## src/spl_defines.svh

```systemverilog
`ifndef SPL_DEFINES_SVH
`define SPL_DEFINES_SVH
// ****************************************
// Widths and reset values
// ****************************************
`define SPL_WIDTH 8
`define SPL_STAGES_RESET 8'h00
`define SPL_SYNC_RESET 5'h00
`define SPL_PIN_COUNT 5
`endif

```

## src/spl_pkg.sv

```systemverilog
`include "spl_defines.svh"
package spl_pkg;
   typedef logic [`SPL_WIDTH-1:0] spl_byte_type;
   typedef struct packed
   {
      logic serial_data_in;
      logic shift_clock;
      logic shift_clear_n;
      logic storage_clock;
      logic storage_clear_n;
   } spl_pins_type;
endpackage : spl_pkg

```

## src/spl_shift_latch.sv

```systemverilog
`timescale 1ns/1ps
`include "spl_defines.svh"
module spl_shift_latch
(
   // Clock and reset
   input wire logic clk_i,
   input wire logic rst_i,
   // Host pins
   input wire spl_pkg::spl_pins_type pins_i,
   // Outputs
   output logic [`SPL_WIDTH-1:0] parallel_outputs_o,
   output logic cascade_serial_out_o
);
   import spl_pkg::*;

   // ****************************************
   // Pin synchronisers
   // ****************************************
   // Each pin passes three flops; a level is accepted once the second and third agree.
   // A level shorter than about two clocks can vanish here, so the host must hold levels longer.
   logic [`SPL_PIN_COUNT-1:0] sync1;
   logic [`SPL_PIN_COUNT-1:0] sync2;
   logic [`SPL_PIN_COUNT-1:0] sync3;
   logic [`SPL_PIN_COUNT-1:0] pin_vec;
   logic [`SPL_PIN_COUNT-1:0] filt;
   wire logic [`SPL_PIN_COUNT-1:0] next_filt;
   assign pin_vec = pins_i;

   always_ff @(posedge clk_i or posedge rst_i)
   begin
      if (rst_i)
      begin
         sync1 <= `SPL_SYNC_RESET;
         sync2 <= `SPL_SYNC_RESET;
         sync3 <= `SPL_SYNC_RESET;
      end
      else
      begin
         sync1 <= pin_vec;
         sync2 <= sync1;
         sync3 <= sync2;
      end
   end

   // A pin whose two last samples disagree keeps its previous accepted level.
   generate
      for (genvar i = 0; i < `SPL_PIN_COUNT; i++)
      begin : g_filter
         assign next_filt[i] = (sync2[i] == sync3[i]) ? sync3[i] : filt[i];
      end
   endgenerate

   // Clears filter back to low after reset so the registers start cleared.
   always_ff @(posedge clk_i or posedge rst_i)
   begin
      if (rst_i)
         filt <= `SPL_SYNC_RESET;
      else
         filt <= next_filt;
   end

   spl_pins_type pin;
   assign pin = filt;

   // ****************************************
   // Edge detection
   // ****************************************
   // Edges come from the filtered levels, so a clock pin must stand a few cycles to count.
   logic shift_clk_q;
   logic storage_clk_q;
   logic shift_edge;
   logic storage_edge;

   always_ff @(posedge clk_i or posedge rst_i)
   begin
      if (rst_i)
      begin
         shift_clk_q <= 1'b0;
         storage_clk_q <= 1'b0;
      end
      else
      begin
         shift_clk_q <= pin.shift_clock;
         storage_clk_q <= pin.storage_clock;
      end
   end

   assign shift_edge = pin.shift_clock & ~shift_clk_q;
   assign storage_edge = pin.storage_clock & ~storage_clk_q;

   // ****************************************
   // Shift register
   // ****************************************
   spl_byte_type stages;
   spl_byte_type next_stages;
   assign next_stages = {stages[`SPL_WIDTH-2:0], pin.serial_data_in};

   // Reset stands in for the power-up clear that the host would otherwise give.
   // Clear wins over an edge in the same cycle, as the pin is a direct override.
   always_ff @(posedge clk_i or posedge rst_i)
   begin
      if (rst_i)
         stages <= `SPL_STAGES_RESET;
      else if (!pin.shift_clear_n)
         stages <= `SPL_STAGES_RESET;
      else if (shift_edge)
         stages <= next_stages;
   end

   // ****************************************
   // Storage register
   // ****************************************
   // Storage reads stages before this cycle's shift, so common clocks lag by one.
   always_ff @(posedge clk_i or posedge rst_i)
   begin
      if (rst_i)
         parallel_outputs_o <= `SPL_STAGES_RESET;
      else if (!pin.storage_clear_n)
         parallel_outputs_o <= `SPL_STAGES_RESET;
      else if (storage_edge)
         parallel_outputs_o <= stages;
   end

   // Cascade output is the last stage; the host chains it onward.
   always_ff @(posedge clk_i or posedge rst_i)
   begin
      if (rst_i)
         cascade_serial_out_o <= 1'b0;
      else if (!pin.shift_clear_n)
         cascade_serial_out_o <= 1'b0;
      else if (shift_edge)
         cascade_serial_out_o <= stages[`SPL_WIDTH-2];
   end

   // ****************************************
   // Checks
   // ****************************************
   a_shift_clear_zero: assert property (@(posedge clk_i) disable iff (rst_i)
      !pin.shift_clear_n |=> stages == '0)
      else $error("shift stages not cleared");

   a_shift_moves: assert property (@(posedge clk_i) disable iff (rst_i)
      (shift_edge && pin.shift_clear_n) |=> stages == $past(next_stages))
      else $error("shift did not advance");

   a_shift_first: assert property (@(posedge clk_i) disable iff (rst_i)
      (shift_edge && pin.shift_clear_n) |=> stages[0] == $past(pin.serial_data_in))
      else $error("first stage missed serial data");

   a_shift_hold: assert property (@(posedge clk_i) disable iff (rst_i)
      (!shift_edge && pin.shift_clear_n) |=> $stable(stages))
      else $error("shift changed without edge");

   // A falling shift clock is an ordinary level change and must move nothing.
   a_shift_fall_ignored: assert property (@(posedge clk_i) disable iff (rst_i)
      (!pin.shift_clock && shift_clk_q && pin.shift_clear_n) |=> $stable(stages))
      else $error("shift moved on falling clock");

   a_shift_edge_once: assert property (@(posedge clk_i) disable iff (rst_i)
      shift_edge |=> !shift_edge)
      else $error("shift edge longer than one cycle");

   // ****************************************
   // Storage and cascade checks
   // ****************************************
   a_store_load: assert property (@(posedge clk_i) disable iff (rst_i)
      (storage_edge && pin.storage_clear_n) |=> parallel_outputs_o == $past(stages))
      else $error("storage did not load");

   // With common clocks the new stages are the stored ones moved up by one place.
   a_store_lag: assert property (@(posedge clk_i) disable iff (rst_i)
      (storage_edge && shift_edge && pin.storage_clear_n && pin.shift_clear_n)
      |=> parallel_outputs_o[`SPL_WIDTH-2:0] == stages[`SPL_WIDTH-1:1])
      else $error("storage not one shift behind");

   a_store_hold: assert property (@(posedge clk_i) disable iff (rst_i)
      (!storage_edge && pin.storage_clear_n) |=> $stable(parallel_outputs_o))
      else $error("storage changed without edge");

   a_store_shift_hold: assert property (@(posedge clk_i) disable iff (rst_i)
      (shift_edge && !storage_edge && pin.storage_clear_n) |=> $stable(parallel_outputs_o))
      else $error("storage moved while shifting");

   a_store_fall_ignored: assert property (@(posedge clk_i) disable iff (rst_i)
      (!pin.storage_clock && storage_clk_q && pin.storage_clear_n)
      |=> $stable(parallel_outputs_o))
      else $error("storage moved on falling clock");

   a_store_edge_once: assert property (@(posedge clk_i) disable iff (rst_i)
      storage_edge |=> !storage_edge)
      else $error("storage edge longer than one cycle");

   a_store_clear: assert property (@(posedge clk_i) disable iff (rst_i)
      !pin.storage_clear_n |=> parallel_outputs_o == '0)
      else $error("storage not cleared");

   a_cascade_last: assert property (@(posedge clk_i) disable iff (rst_i)
      cascade_serial_out_o == stages[`SPL_WIDTH-1])
      else $error("cascade not last stage");

   a_cascade_shift: assert property (@(posedge clk_i) disable iff (rst_i)
      (shift_edge && pin.shift_clear_n)
      |=> cascade_serial_out_o == $past(stages[`SPL_WIDTH-2]))
      else $error("cascade did not follow shift");

   a_cascade_hold: assert property (@(posedge clk_i) disable iff (rst_i)
      (!shift_edge && pin.shift_clear_n) |=> $stable(cascade_serial_out_o))
      else $error("cascade changed without edge");

   a_cascade_clear: assert property (@(posedge clk_i) disable iff (rst_i)
      !pin.shift_clear_n |=> !cascade_serial_out_o)
      else $error("cascade not cleared");

   // ****************************************
   // Front end checks
   // ****************************************
   // A level in flux must never reach the edge detectors.
   a_filter_take: assert property (@(posedge clk_i) disable iff (rst_i)
      (sync2 == sync3) |=> filt == $past(sync3))
      else $error("filter missed an agreed level");

   a_filter_hold: assert property (@(posedge clk_i) disable iff (rst_i)
      (sync2 != sync3) |=> filt == $past(filt))
      else $error("filter took a level in flux");
endmodule : spl_shift_latch

```

## config.mk

```make
export PLATFORM = sky130hd
export DESIGN_NAME = spl_shift_latch
export DESIGN_NICKNAME = d
export VERILOG_FILES = /design/src/spl_pkg.sv /design/src/spl_shift_latch.sv
export VERILOG_INCLUDE_DIRS = /design/src
export SDC_FILE = /design/constraint.sdc
export NUM_CORES = 1
export LEC_CHECK = 0
export BUFFER_PORTS_ARGS = -buffer_cell sky130_fd_sc_hd__buf_4
export CAP_MARGIN = 20
export CORE_ASPECT_RATIO = 1.75
export CORE_UTILIZATION = 35
export CTS_BUF_LIST = sky130_fd_sc_hd__clkbuf_4 sky130_fd_sc_hd__clkbuf_8
export DETAILED_ROUTE_END_ITERATION = 12
export GPL_ROUTABILITY_DRIVEN = 0
export PLACE_DENSITY_LB_ADDON = 0.3
export SETUP_SLACK_MARGIN = 0.3
export SLEW_MARGIN = 30
export SYNTH_ARGS = -nofsm -noshare
export SYNTH_HDL_FRONTEND = slang
export SYNTH_SLANG_ARGS = --single-unit
```

## constraint.sdc

```tcl
create_clock -name clk_i -period 0.97 [get_ports clk_i]
set_input_delay 0.097 -clock clk_i [delete_from_list [all_inputs] [get_ports clk_i]]
set_output_delay 0.097 -clock clk_i [all_outputs]
set_load 0.02 [all_outputs]
```

==> reports/results.txt, run 1 <==
Final WL -> 1860 um
# port buffers -> 15
Leading cell type in the layout, fill and taps excluded -> dfrtp_1
Initial core utilization -> 0.367
DRT Pass-1 Iters -> 4
Post-synthesis cell type count -> 10
Slew HR -> 0.869
XOR/XNOR Fraction of Synth Area -> 0
Clock slew at reported path FFs -> 70 ps
Longest Clk Path Bufs -> 2
Fin. max-slew vios -> 0
Final setup TNS -> 0 ps
TritonCTS Buffers -> 5
Inst Count DP -> 152
Fin area -> 1850 sq um
Cells after Synth -> 92
Area Overhead vs Synth -> 38.9%
Core area -> 3630 sq um
First-pass GRT wire length -> 3450 um
Setup crit start -> filt[3]
Layout cells sized above 1 -> 0.361
Fmax -> 1.09 GHz
Clock Tree Root -> clkbuf_8
Pre-CTS setup slack -> -20.0 ps
Final core utilization -> 0.510
Outcome -> completed
Boundary pin count -> 16
Die height -> 83.6 um
Total global-route track usage -> 0.115
Worst path max stage delay -> 390 ps
Crit. End Element -> flop
Post-synthesis simple-gate area fraction -> 0.0855
Slowest CP cell -> dfrtp_1
Skew final -> 2.70 ps
Synth Warn # -> 0
Cell Rows -> 29
Post-synthesis sequential area ratio -> 0.714
Max_cap viols -> 0
CTS tree -> built
Worst-path fanout max -> 8
DRT iter0 DRCs -> 6
Worst vdd ir -> 1.12 mV
Area after DPL -> 1510 sq um
Power Dens Cells -> 1740 nW/um^2
Crit path DAT -> 1120 ps
Post-Layout Cell Count -> 179
Die area -> 4060 sq um
CP Buf/Inv Count -> 1
Largest family of logic cells by synthesized area -> multiplexers
Worst slew pin tran -> 196 ps
Final #Nets -> 139
GRT overflow -> 0
Adder-cell area share of the yosys netlist -> 0.0395
Detail Route Antenna Nets -> 0
Minimum clock period -> 917 ps
Worst EP required -> 1170 ps
Crit path kind -> flop to flop
Multiplexer share of the synthesized area -> 0.120
Final setup vio count -> 0
Hpwl dp -> 1200 um
Final hold vios -> 0
Antenna cells -> 0
Total vias in the final route -> 772
Levels on crit path -> 3
Post-Syn Area -> 1330 sq um
CTS H-tree lvls -> 2
Setup ws final -> 52.7 ps
Hold Path Depth -> 0
Commonest cells after routing, fill and taps aside -> dfrtp_1, nand2_1, buf_4, mux2i_1, buf_6
Largest net degree at the start of global routing -> 39
Synth Area in Compound Gates -> 0
Flops & latches, synth -> 38
Syn nets -> 99
Worst-path cell chain -> nand2b_1 > buf_6 > mux2i_1
Final Cycle Share -> 0.946
Min-delay src -> sync1[1]
Initial antenna violation count -> 0
Worst Reg-to-Reg Cells -> 3
HP Class -> flop to flop
Vias per inst -> 4.31
Worst skew pair latency -> 280 ps
Worst r2r src -> filt[3]
Routed len/inst -> 10.4 um
Critical path's top delay family -> flip-flops
Static Leak -> 0.886 nW
Hold slack final -> 348 ps
TritonCTS sink count -> 38
CP startpoint kind -> flop
Total power -> 3.21 mW
Syn_area_per_cell -> 14.5 sq um
Vias in the first global route -> 819
RSZ-0062 raised after global routing -> yes
Width of the die -> 48.6 um
Residual DRC count -> 0
final cells by class:
type / count / area, sq um
timing repair buffer: 38 / 392
fill: 324 / 1780
inverter: 1 / 7.51
clock buffer: 8 / 110
multi-input combinational: 48 / 330
sequential: 38 / 952
tap: 46 / 57.6
state kept, by name, summed over array words and instances (netlist names):
register	count
parallel_outputs_o	8
sync1	5
filt	5
shift_clk_q	1
sync2	5
sync3	5
stages	8
storage_clk_q	1
report_power, final:
part	leakage [nW]	internal, mW	switching [mW]
Combinational	0.349	0.173	0.115
Sequential	0.479	1.65	0.0419
Clock	0.0575	0.717	0.514
Total	0.886	2.54	0.671
path summary, 6_finish.rpt:
check | endpoint | slack, ps
worst max register to register | stages[5] | 50
min in group asynchronous | sync3[1] | 400
worst max-delay path | stages[5] | 50
worst min-delay path | sync2[1] | 350
worst min register to register | sync2[1] | 350
max in group asynchronous | filt[2] | 370
cells by family (layout without fill, tap and decap cells):
group / Yosys count / in the layout
and+or+nand+nor: 27 / 27
DFF: 38 / 38
adders and majority gates: 5 / 5
buffers and inverters: 6 / 47
muxes: 16 / 16
layer usage:
metal | global-route usage | vias to the layer above | share of wire | routed length [um]
met5 | 0 | - | 0 | 0
li1 | - | 375 | - | -
met1 | 0.114 | 375 | 0.40 | 753
met4 | 0.0882 | 0 | 0.037 | 68
met3 | 0.0437 | 7 | 0.041 | 76
met2 | 0.187 | 15 | 0.52 | 966
cells in the mapped netlist, drive strengths merged:
library cell,n,area [sq um]
mux2i,16,160
inv,1,3.75
nor2b,1,13.8
dfrtp,38,951
buf,5,50.0
maj3,5,52.6
nand2,25,93.8
nand2b,1,6.26
repair_timing:
item	in CTS	in global routing
gates cloned	0	0
endpoints found under the setup margin	30	30
resized for setup	12	0
hold buffers	6	0
endpoints found under the hold margin	43	0
pin swaps	1	0
buffers inserted	9	4
Note: power is estimated with default switching activity, not from simulation.
==> run 2, diff against run 1 <==
ABC_AREA = 1   (was unset)
==> run 2 against run 1 <==
The run now ends with negative hold slack left; hold slack lost 550 ps; flip-flop and latch count is the same; synthesized cell count grew 38%; sequential share of layout area shrank 3.7 points; clock power grew 5%; sequential power is essentially flat; critical path type is now flop to output pin; critical path depth shrank 2; maximum frequency shrank 2.0%; utilization grew 3.6 points.
==> reports/results.txt, run 2 <==
Outcome -> finished with violations
Failing checks -> negative hold slack
Final setup vio count -> 0 (unchanged)
Skew final -> 6.36 ps (+3.66 ps)
Hold slack final -> -202 ps (-550 ps)
Slew HR -> 0.737 (-0.132)
Max_cap viols -> 0 (unchanged)
Worst slew pin tran -> 393 ps (+197 ps)
Filler cells -> 326 (+0.62%)
# port buffers -> 15 (unchanged)
TritonCTS Buffers -> 5 (unchanged)
Core area -> 3660 sq um (+1.0%)
DRT Pass-1 Iters -> 4 (unchanged)
CP Buf/Inv Count -> 1 (unchanged)
Total vias in the final route -> 1,003 (+30%)
Top cell type by total area after synthesis -> dfrtp_1
Final hold vios -> 16 (+16)
Detail Route Antenna Nets -> 0 (unchanged)
RSZ-0062 raised after global routing -> yes
Setup ws final -> 33.7 ps (-19.0 ps)
CTS tree -> built
Die height -> 84.7 um (+1.3%)
Fin. max-slew vios -> 0 (unchanged)
Synth top area share -> 0.696 (-0.0183)
Layout cells sized above 1 -> 0.468 (+0.107)
Residual DRC count -> 0 (unchanged)
Worst-path cell chain -> buf_6
Worst skew pair latency -> 290 ps (about the same)
Flops & latches, synth -> 38 (unchanged)
Post-synth EDFFs -> 0 (unchanged)
Largest net degree at the start of global routing -> 23 (-41%)
Post-synthesis cell type count -> 13 (+3)
Boundary pin count -> 16 (unchanged)
HP Class -> input pin to asynchronous set/reset pin
Post-synthesis sequential area ratio -> 0.696 (-0.0183)
Initial antenna violation count -> 0 (unchanged)
Synth top area cells -> dfrtp_1, nand2_1, nand4_1, nand3_1, inv_1
Fmax -> 1.07 GHz (-2.0%)
Final #Nets -> 179 (+29%)
Longest Clk Path Bufs -> 2 (unchanged)
Area after DPL -> 1540 sq um (+1.6%)
Worst EP required -> 870 ps (-300 ps)
Inst Count DP -> 187 (+23%)
Vias in the first global route -> 978 (+19%)
Fin area -> 2000 sq um (+8.2%)
Final core utilization -> 0.546 (+0.0363)
Post-Layout Cell Count -> 219 (+22%)
Routed len/inst -> 11.3 um (+8.1%)
Minimum clock period -> 936 ps (+19.0 ps)
Top cells by count, synth -> nand2_1, dfrtp_1, inv_1, nor2_1, nand4_1
Top flop regs -> parallel_outputs_o: 8 flops, stages: 8 flops
Static Leak -> 1.09 nW (+23%)
Syn_area_per_cell -> 10.8 sq um (-26%)
Commonest cells after routing, fill and taps aside -> dfrtp_1, nand2_1, buf_4, buf_6
Area Overhead vs Synth -> 46.4%
Crit. End Element -> output pin
CP startpoint kind -> flop
DRT iter0 DRCs -> 7 (+1)
Pre-CTS setup slack -> -6.84 ps (+13.2 ps)
Power Dens Cells -> 1670 nW/um^2 (-3.8%)
GRT overflow -> 0 (unchanged)
Width of the die -> 49.2 um (+1.3%)
CTS H-tree lvls -> 2 (unchanged)
Cell Rows -> 29 (unchanged)
Worst path max stage delay -> 410 ps (+20 ps)
Number of hold buffers added after cts -> 5 (-1)
Syn nets -> 134 (+35%)
First-pass GRT wire length -> 4170 um (+21%)
Asr flop ratio synth -> 1.00 (unchanged)
Initial core utilization -> 0.373 (+0.00593)
Critical path's top delay family -> flip-flops
Clock Tree Root -> clkbuf_8
Worst vdd ir -> 1.14 mV (+1.8%)
Post-Syn Area -> 1370 sq um (+2.6%)
Final Cycle Share -> 0.965 (+0.0196)
Antenna cells -> 0 (unchanged)
Die area -> 4170 sq um (+2.6%)
Crit path DAT -> 840 ps (-280 ps)
Top FF cell, synth -> dfrtp_1
TritonCTS sink count -> 38 (unchanged)
Final WL -> 2470 um (+32%)
Leading cell type in the layout, fill and taps excluded -> dfrtp_1
Cells after Synth -> 127 (+38%)
Slowest CP cell -> dfrtp_1
Most frequent cell after synthesis -> nand2_1
Total global-route track usage -> 0.135 (+0.0204)
Vias per inst -> 4.58 (+6.2%)
Hpwl dp -> 1490 um (+24%)
Synth Warn # -> 0 (unchanged)
Worst-path fanout max -> 2 (-6)
Clock slew at reported path FFs -> 70 ps (about the same)
Crit path kind -> flop to output pin
run 2: final timing paths:
kind / startpoint / end / slack, ps / cells after the start
hold reg to reg: sync1[2] / sync2[2] / 350 / 0
hold / removal: rst_i / stages[3] / -200 / 2
setup reg to reg: filt[2] / stages[5] / 80 / 5
setup / recovery: stages[7] / cascade_serial_out_o / 30 / 1
min in group clk_i: sync1[2] / sync2[2] / 350 / 0
max in group asynchronous: rst_i / filt[3] / 740 / 3
run 2: metrics by stage:
| step | total power, mW | hold WS [ps] | TNS (ps) |
|---|---|---|---|
| floorplan | 1.90 | 63.1 | 0 |
| global placement | 1.93 | 113 | 0 |
| detailed placement | 1.94 | 118 | -8.27 |
| CTS | 3.36 | -198 | 0 |
| global route | 3.50 | -181 | 0 |
| finish | 3.35 | -202 | 0 |
run 2: cell type report:
| class | count | area, sq um | area share |
|---|---|---|---|
| multi-input combinational | 74 | 424 | 0.212 |
| clock inverter | 3 | 40.0 | 0.0200 |
| clock buffer | 5 | 68.8 | 0.0344 |
| sequential | 38 | 956 | 0.478 |
| inverter | 12 | 51.3 | 0.0256 |
| tap | 46 | 57.6 | 0.0288 |
| timing repair buffer | 41 | 403 | 0.201 |
run 2: cells by family (layout without fill, tap and decap cells):
group | Yosys count | after routing | synth area share
compound gates | 5 | 5 | 0.0183
simple gates | 68 | 69 | 0.214
flops | 38 | 38 | 0.696
buf+inv | 16 | 61 | 0.0714
run 2: report_power, final:
group / internal (mW) / leakage, nW / switching, mW
sequential: 1.66 / 0.478 / 0.0685
combinational: 0.153 / 0.550 / 0.181
clock: 0.756 / 0.0579 / 0.530
run 2: metal layers:
layer	track usage	vias to the layer above	share of wire
li1	-	497	-
met5	0	-	0
met4	0.0882	0	0.031
met3	0.0380	6	0.032
met1	0.129	479	0.36
met2	0.243	21	0.58
run 2: worst register-to-register path, delay by kind of cell, from the launching register on:
kind,cells,cell delay (ps)
buf+inv,2,200
flops,1,430
simple gates,3,160
run 2: repair_timing:
item	in CTS	in global routing
pin swaps	13	10
gates cloned	1	1
resized for setup	40	13
endpoints found under the hold margin	21	16
setup endpoints to repair	30	30
setup buffers	12	5
